`config.mk`:
```
export PLATFORM = sky130hd
export DESIGN_NAME = sfr_cont_read
export DESIGN_NICKNAME = d
export VERILOG_FILES = /design/src/pkg/sfr_pkg.sv /design/src/hdl/sfr_fifo.sv /design/src/hdl/sfr_cont_read.sv
export SDC_FILE = /design/constraint.sdc
export NUM_CORES = 1
export LEC_CHECK = 0
export ABC_AREA = 1
export BUFFER_PORTS_ARGS = -buffer_cell sky130_fd_sc_hd__buf_2
export CORE_MARGIN = 3
export CORE_UTILIZATION = 65
export CTS_CLUSTER_SIZE = 25
export DETAILED_ROUTE_END_ITERATION = 6
export GPL_TIMING_DRIVEN = 1
export PLACE_DENSITY = 0.87
export SLEW_MARGIN = 0
export SYNTH_ARGS = -nofsm -noshare
export SYNTH_HDL_FRONTEND = slang
export SYNTH_HIERARCHICAL = 1
export SYNTH_SLANG_ARGS = --single-unit
```
`constraint.sdc`:
```
create_clock -name clk -period 6.03 [get_ports clk]
set_input_delay 0.3015 -clock clk [delete_from_list [all_inputs] [get_ports clk]]
set_output_delay 0.3015 -clock clk [all_outputs]
set_load 0.05 [all_outputs]
```
`src/pkg/sfr_pkg.sv`:
```
// Constants and types for the serial flash continuous read front end
package sfr_pkg;

   localparam logic [7:0] OPC_LEGACY_READ = 8'he8;
   localparam logic [7:0] OPC_FAST_READ = 8'h1b;

   localparam logic [2:0] ADDR_BYTES = 3'h3;
   localparam logic [2:0] DUMMY_LEGACY = 3'h4;
   localparam logic [2:0] DUMMY_FAST = 3'h2;
   localparam logic [2:0] LAST_BIT = 3'h7;

   localparam int PAGE_W = 12;
   localparam int BYTE_W = 10;
   localparam int ADDR_W = 24;
   localparam int DATA_W = 8;
   localparam int FIFO_DEPTH = 16;

   localparam logic [BYTE_W-1:0] PAGE_LAST_STD = 10'h20f;
   localparam logic [BYTE_W-1:0] PAGE_LAST_BIN = 10'h1ff;
   localparam logic [PAGE_W-1:0] PAGE_LAST = 12'hfff;

   localparam int CLK_PERIOD_NS = 10;
   localparam int SYNC_STAGES = 2;

   typedef enum logic [5:0] {
      ST_IDLE = 6'b000001,
      ST_OPC = 6'b000010,
      ST_ADDR = 6'b000100,
      ST_DUMMY = 6'b001000,
      ST_DATA = 6'b010000,
      ST_IGNORE = 6'b100000
   } sfr_state_t;

   localparam sfr_state_t STATE_RESET = ST_IDLE;

endpackage : sfr_pkg

```
`src/hdl/sfr_fifo.sv`:
```
// Parameterised flip-flop FIFO with valid/ready on both sides and flush
`timescale 1ns/1ps
module sfr_fifo #(
   parameter int WIDTH = 8,
   parameter int DEPTH = 16
) (
   input wire logic clk,
   input wire logic rst,
   input wire logic flush,
   input wire logic in_valid,
   output logic in_ready,
   input wire logic [WIDTH-1:0] in_data,
   output logic out_valid,
   input wire logic out_ready,
   output logic [WIDTH-1:0] out_data
);
   localparam int AW = $clog2(DEPTH);

   typedef struct packed {
      logic [DEPTH-1:0][WIDTH-1:0] mem;
      logic [AW:0] wp;
      logic [AW:0] rp;
   } sfr_fifo_regs_t;

   sfr_fifo_regs_t r;
   sfr_fifo_regs_t n;
   logic full;
   logic empty;

   // Extra pointer bit tells full from empty when the indexes meet
   assign empty = (r.wp == r.rp);
   assign full = (r.wp[AW-1:0] == r.rp[AW-1:0]) && (r.wp[AW] != r.rp[AW]);
   assign in_ready = ~full;
   assign out_valid = ~empty;
   assign out_data = r.mem[r.rp[AW-1:0]];

   always_comb begin
      n = r;
      if (flush) begin
         n.wp = '0;
         n.rp = '0;
      end else begin
         if (in_valid && !full) begin
            n.mem[r.wp[AW-1:0]] = in_data;
            n.wp = r.wp + 1'b1;
         end
         if (out_ready && !empty) begin
            n.rp = r.rp + 1'b1;
         end
      end
   end

   always_ff @(posedge clk or posedge rst) begin
      if (rst) begin
         r <= '0;
      end else begin
         r <= n;
      end
   end
endmodule : sfr_fifo

```
`src/hdl/sfr_cont_read.sv`:
```
// Continuous array read front end: serial command decode and data stream
`timescale 1ns/1ps
module sfr_cont_read (
   input wire logic clk,
   input wire logic rst,
   input wire logic cs_n,
   input wire logic sck,
   input wire logic si,
   input wire logic reset_n,
   input wire logic page_bin,
   output logic so,
   output logic so_oe,
   output logic mem_rd_req,
   output logic [sfr_pkg::PAGE_W-1:0] mem_page,
   output logic [sfr_pkg::BYTE_W-1:0] mem_byte,
   input wire logic mem_rd_valid,
   input wire logic [sfr_pkg::DATA_W-1:0] mem_rd_data
);
   import sfr_pkg::*;

   typedef struct packed {
      logic cs_s1;
      logic cs_s2;
      logic sck_s1;
      logic sck_s2;
      logic sck_s3;
      logic si_s1;
      logic si_s2;
      logic rn_s1;
      logic rn_s2;
      sfr_state_t state;
      logic [2:0] bit_cnt;
      logic [2:0] byte_cnt;
      logic [2:0] dummy_bytes;
      logic [ADDR_W-1:0] addr;
      logic [PAGE_W-1:0] page;
      logic [BYTE_W-1:0] byte_idx;
      logic [DATA_W-1:0] out_sh;
      logic [2:0] out_bit;
      logic pend;
      logic drop;
      logic so;
      logic so_oe;
      logic mem_req;
      logic [PAGE_W-1:0] mem_page;
      logic [BYTE_W-1:0] mem_byte;
   } sfr_regs_t;

   sfr_regs_t r;
   sfr_regs_t n;

   logic rise;
   logic fall;
   logic abort;
   logic fifo_push;
   logic fifo_in_ready;
   logic fifo_out_valid;
   logic fifo_pop;
   logic fifo_flush;
   logic [DATA_W-1:0] fifo_data;
   logic [7:0] opc_full;
   logic [ADDR_W-1:0] addr_full;

   // Splits the three address bytes into page and byte for the page size
   function automatic logic [PAGE_W+BYTE_W-1:0] decode_addr(
      input logic [ADDR_W-1:0] a,
      input logic bin
   );
      if (bin) begin
         decode_addr = {a[20:9], 1'b0, a[8:0]};
      end else begin
         decode_addr = {a[21:10], a[9:0]};
      end
   endfunction : decode_addr

   // Buffer byte offset for the page size; continuous reads never use it
   function automatic logic [BYTE_W-1:0] buf_byte_of(
      input logic [ADDR_W-1:0] a,
      input logic bin
   );
      if (bin) begin
         buf_byte_of = {1'b0, a[8:0]};
      end else begin
         buf_byte_of = a[9:0];
      end
   endfunction : buf_byte_of

   function automatic logic [BYTE_W-1:0] page_last(input logic bin);
      page_last = bin ? PAGE_LAST_BIN : PAGE_LAST_STD;
   endfunction : page_last

   assign rise = r.sck_s2 & ~r.sck_s3;
   assign fall = ~r.sck_s2 & r.sck_s3;
   // Deselect or the reset pin both drop whatever is in flight
   assign abort = r.cs_s2 | ~r.rn_s2;
   assign opc_full = {r.addr[6:0], r.si_s2};
   assign addr_full = {r.addr[ADDR_W-2:0], r.si_s2};
   // Late data of an aborted fetch is thrown away, not queued
   assign fifo_push = mem_rd_valid & r.pend & ~r.drop & ~abort;

   always_comb begin
      n = r;
      fifo_pop = 1'b0;
      fifo_flush = 1'b0;
      n.cs_s1 = cs_n;
      n.cs_s2 = r.cs_s1;
      n.sck_s1 = sck;
      n.sck_s2 = r.sck_s1;
      n.sck_s3 = r.sck_s2;
      n.si_s1 = si;
      n.si_s2 = r.si_s1;
      n.rn_s1 = reset_n;
      n.rn_s2 = r.rn_s1;
      n.mem_req = 1'b0;
      if (mem_rd_valid && r.pend) begin
         n.pend = 1'b0;
         n.drop = 1'b0;
      end
      if (abort) begin
         n.state = ST_IDLE;
         n.so_oe = 1'b0;
         n.so = 1'b0;
         n.drop = n.pend;
         fifo_flush = 1'b1;
      end else begin
         case (r.state)
            ST_IDLE: begin
               n.state = ST_OPC;
               n.bit_cnt = '0;
               n.byte_cnt = '0;
               n.addr = '0;
            end
            // A falling edge before the first rise (mode 3) is harmless here
            ST_OPC: begin
               if (rise) begin
                  n.addr = {r.addr[ADDR_W-2:0], r.si_s2};
                  n.bit_cnt = r.bit_cnt + 3'h1;
                  if (r.bit_cnt == LAST_BIT) begin
                     n.addr = '0;
                     if (opc_full == OPC_LEGACY_READ) begin
                        n.state = ST_ADDR;
                        n.dummy_bytes = DUMMY_LEGACY;
                     end else if (opc_full == OPC_FAST_READ) begin
                        n.state = ST_ADDR;
                        n.dummy_bytes = DUMMY_FAST;
                     end else begin
                        n.state = ST_IGNORE;
                     end
                  end
               end
            end
            ST_ADDR: begin
               if (rise) begin
                  n.addr = addr_full;
                  n.bit_cnt = r.bit_cnt + 3'h1;
                  if (r.bit_cnt == LAST_BIT) begin
                     n.byte_cnt = r.byte_cnt + 3'h1;
                     if (r.byte_cnt == ADDR_BYTES - 3'h1) begin
                        // Leading dummy bits fall away in the decode
                        {n.page, n.byte_idx} =
                           decode_addr(addr_full, page_bin);
                        n.byte_cnt = '0;
                        n.state = ST_DUMMY;
                     end
                  end
               end
            end
            ST_DUMMY: begin
               if (rise) begin
                  n.bit_cnt = r.bit_cnt + 3'h1;
                  if (r.bit_cnt == LAST_BIT) begin
                     n.byte_cnt = r.byte_cnt + 3'h1;
                     if (r.byte_cnt == r.dummy_bytes - 3'h1) begin
                        n.state = ST_DATA;
                        n.out_bit = '0;
                     end
                  end
               end
            end
            ST_DATA: begin
               // Input is not looked at; only falling edges matter now
               if (fall) begin
                  n.so_oe = 1'b1;
                  n.out_bit = r.out_bit + 3'h1;
                  if (r.out_bit == 3'h0) begin
                     // An empty FIFO here means the array is too slow
                     n.so = fifo_data[DATA_W-1];
                     n.out_sh = {fifo_data[DATA_W-2:0], 1'b0};
                     fifo_pop = fifo_out_valid;
                  end else begin
                     n.so = r.out_sh[DATA_W-1];
                     n.out_sh = {r.out_sh[DATA_W-2:0], 1'b0};
                  end
               end
            end
            ST_IGNORE: begin
               n.so_oe = 1'b0;
            end
            default: begin
               n.state = ST_IDLE;
            end
         endcase
         // Prefetch from the array while the dummy bytes go by
         if ((r.state == ST_DUMMY || r.state == ST_DATA) && !r.pend &&
             fifo_in_ready) begin
            n.mem_req = 1'b1;
            n.mem_page = r.page;
            n.mem_byte = r.byte_idx;
            n.pend = 1'b1;
            if (r.byte_idx == page_last(page_bin)) begin
               n.byte_idx = '0;
               n.page = r.page + 12'h001;
            end else begin
               n.byte_idx = r.byte_idx + 10'h001;
            end
         end
      end
   end

   always_ff @(posedge clk or posedge rst) begin
      if (rst) begin
         r <= '0;
         r.cs_s1 <= 1'b1;
         r.cs_s2 <= 1'b1;
         r.state <= STATE_RESET;
      end else begin
         r <= n;
      end
   end

   sfr_fifo #(
      .WIDTH(DATA_W),
      .DEPTH(FIFO_DEPTH)
   ) u_fifo (
      .clk(clk),
      .rst(rst),
      .flush(fifo_flush),
      .in_valid(fifo_push),
      .in_ready(fifo_in_ready),
      .in_data(mem_rd_data),
      .out_valid(fifo_out_valid),
      .out_ready(fifo_pop),
      .out_data(fifo_data)
   );

   assign so = r.so;
   assign so_oe = r.so_oe;
   assign mem_rd_req = r.mem_req;
   assign mem_page = r.mem_page;
   assign mem_byte = r.mem_byte;
endmodule : sfr_cont_read

```
==> results by group <==
Pwr
  • P per Cell Area: 247 nW/um2
  • Register share of total power: 49.1%
  • Internal: 2.57 mW
  • Clock power frac: 43.5%
  • Total power draw: 3.40 mW
  • Switching part of the total: 24.6%
  • Lkg Pwr: 7.11 nW
  • Comb pwr share: 7.4%
  • Worst vdd ir: 0.239 mV
  • Switching Power: 838 uW

Timing
  • Period utilization: 53.2%
  • Final slew viol count: 0
  • Setup tns final: 0 ps
  • Slew headroom: 30.4%
  • Worst-margin pin slew: 1040 ps
  • Peak Freq: 312 MHz
  • RSZ-0062 raised after global routing: no
  • Fin. Hold Viols: 0
  • Hold Slack: 30.6 ps
  • Final setup viols: 0
  • Final worst setup slack: 2820 ps
  • Clock Skew: 10.4 ps
  • Period minus WS final: 3210 ps

Run status
  • Outcome: completed

Floorplan
  • Io pins: 41
  • Initial cell density of the core: 67.3%
  • Die H: 147 um
  • Die X: 147 um
  • Total core area: 19100 um2
  • DIE AREA: 21500 um2
  • Number of cell rows: 50

Layout
  • Register area: 6040 um2
  • Final cell count without fillers: 1952
  • Ant diodes: 0
  • Fillers: 1449
  • Multi-input gate area: 5920 um2
  • Final core occ: 72.2%
  • Nets: 1703
  • Fin area: 13800 um2
  • Share of layout cells above drive strength 1: 11.1%
  • Synth-to-layout area growth: 7.16%

Worst setup path
  • Worst Path Arrival: 3620 ps
  • Most used cell, CP: nand2_1
  • Worst path slowest cell: dfrtp_2
  • Crit path largest cell delay: 760 ps
  • Max FO, Critical Path: 82
  • Critical path startpoint category: flop
  • Setup Crit Path Kind: flop to flop
  • CP required: 6440 ps
  • Crit end category: flop
  • CP Cell Sequence: buf_4 -> nand2_1 -> nand2_1 -> nor2_4 -> nand3_4 -> nand2_4 -> inv_4 -> nand2_1 -> nand2_1 -> nand2_1

Global routing
  • Initial antenna violation count: 0
  • Vias in the first global route: 10600
  • Grt total ovfl: 0
  • First-pass GRT wire length: 51800 um
  • Largest net degree at the start of global routing: 83
  • Total GRT Usage: 28.8%

Route
  • DRC violation count after routing: 0
  • Initial DRC Count: 1001
  • WL final: 31000 um
  • Met1 wire length: 12800 um
  • DR vias/cell: 5.77
  • Post-DR wirelength/cell: 15.9 um
  • TritonRoute pass-1 iters: 6
  • Max Used Layer: met4
  • Wire length on met2: 15000 um
  • Metal3 WL: 2120 um
  • DRT antenna net count: 0
  • Routed vias: 11300

Clock network
  • CTS Hold Bufs: 5
  • CTS sink cnt: 241
  • Setup Fix Bufs, Post-CTS: 0
  • CTS Root Cell: clkbuf_16
  • CTS tree: yes
  • CTS resizes: 0
  • Clock Latency Late Sink: 530 ps
  • CTS buffer count: 25
  • Clock transition at path regs: 60 ps
  • Clock H-tree levels: 1
  • CTS Buffer Depth: 3

Synth
  • Top cells by area, synth: dfrtp_1 (46%), nand2_1 (18%), nand3_1 (5.6%)
  • Synth top area share: 46.4%
  • Register area share after synthesis: 47.0%
  • Synthesized area: 12800 um2
  • Post-Syn Instances: 1687
  • Synth Flop Type: dfrtp_1
  • #FFs+latches synth: 241
  • Yosys cell types: 43
  • Mean Syn Cell Area: 7.62 um2
  • Asr flop ratio synth: 100%
  • Largest area contributor in the netlist: dfrtp_1
  • Syn. warnings: 6
  • Number of synthesized flops with an enable pin: 0
  • Syn_nets: 1716

Placed design
  • Post-placement worst setup slack: 2870 ps
  • Placed instance area: 12900 um2
  • IO Port Bufs: 40
  • Final GP Congestion: 0.884
  • Placed insts: 1902
  • HPWL Detailed: 20200 um

Job
  • Max Cap Viol: 0

Min path
  • Hold WC Path Type: primary input to flop
## path summary, 6_finish.rpt
check                        startpoint           end  slack (ps)  cells after the start
max in group asynchronous           rst   u_fifo/r[0]        4050                      4
setup / recovery            u_fifo/r[0]  u_fifo/r[17]        2820                     10
hold reg to reg                  n[104]        n[103]         350                      0
hold / removal             mem_rd_valid         r[26]          30                      2
setup reg to reg            u_fifo/r[0]  u_fifo/r[17]        2820                     10
min in group asynchronous           rst         n[99]         410                      3
## per-layer routing
| layer | GRT usage (%) | vias to the layer above |
|---|---|---|
| li1 | - | 5370 |
| met1 | 38.8 | 5334 |
| met2 | 47.9 | 480 |
| met3 | 3.63 | 81 |
| met4 | 11.3 | 0 |
| met5 | 0 | - |
## sequential cells by signal, summed over array words and instances (netlist names)
| register | cells |
|---|---|
| addr_full | 22 |
| mem_rd_req | 1 |
| mem_page | 12 |
| so | 1 |
| u_fifo/r | 138 |
| n | 5 |
| mem_byte | 10 |
| r | 51 |
| so_oe | 1 |
## cells by family (layout without fill, tap and decap cells)
| group | after synthesis | after routing | synth area share (%) |
|---|---|---|---|
| buffers and inverters | 196 | 201 | 6.99 |
| AOI/OAI and AO/OA | 200 | 200 | 8.55 |
| muxes | 6 | 6 | 0.467 |
| xor gates and xnor gates | 15 | 15 | 1.02 |
| DFF | 241 | 241 | 47.0 |
| and+or+nand+nor | 1016 | 1016 | 34.7 |
| adders and majority gates | 13 | 13 | 1.27 |
## synth_stat cells, types with 2 or more instances
library cell / n
inv_1: 93
nand3_2: 4
inv_2: 6
nand2_8: 7
a21boi_0: 2
buf_1: 14
o211ai_1: 17
buf_2: 19
o22ai_1: 16
nand2_2: 44
o21ai_1: 23
nand3_4: 4
nor2_2: 15
nor3_1: 6
nand3_1: 145
nand2_1: 615
buf_4: 29
xnor2_1: 2
nor2_4: 6
nor2_1: 147
inv_4: 2
nand2_4: 3
a21oi_1: 6
dfstp_2: 3
nand4_1: 17
ha_1: 13
xor2_1: 13
mux2i_1: 6
o21ai_0: 131
dfrtp_1: 238
clkbuf_1: 29
## worst max-delay path, delay by kind of cell (launching register included)
family                 cells  cell delay [ps]
AND/OR/NAND/NOR            8             1150
flip-flops                 1              760
buffers and inverters      2             1140
## final cells by class
type / count / area share [%]
Sequential cell: 241 / 43.8
Multi-Input combinational cell: 1250 / 43.0
Clock buffer: 37 / 5.16
Inverter: 102 / 2.85
Tap cell: 260 / 2.36
Timing Repair Buffer: 54 / 2.31
Clock inverter: 8 / 0.509
## power by group through the flow
stage               sequential [mW]  combinational, mW  clock (mW)
finish                         1.67              0.252        1.48
global route                   1.68              0.285        1.56
CTS                            1.67              0.249        1.50
detailed placement             1.70              0.245           0
global placement               1.70              0.239           0
floorplan                      1.69              0.193           0
## placed cells by master (no fill, tap or decap), types with 17 or more instances in the layout
cell / n
nand2_1: 615
dfrtp_1: 237
nor2_1: 147
nand3_1: 145
o21ai_0: 131
inv_1: 91
nand2_2: 44
buf_2: 40
clkbuf_16: 25
o21ai_1: 23
nand4_1: 17
o211ai_1: 17
Power figures use the tool's default switching activity.
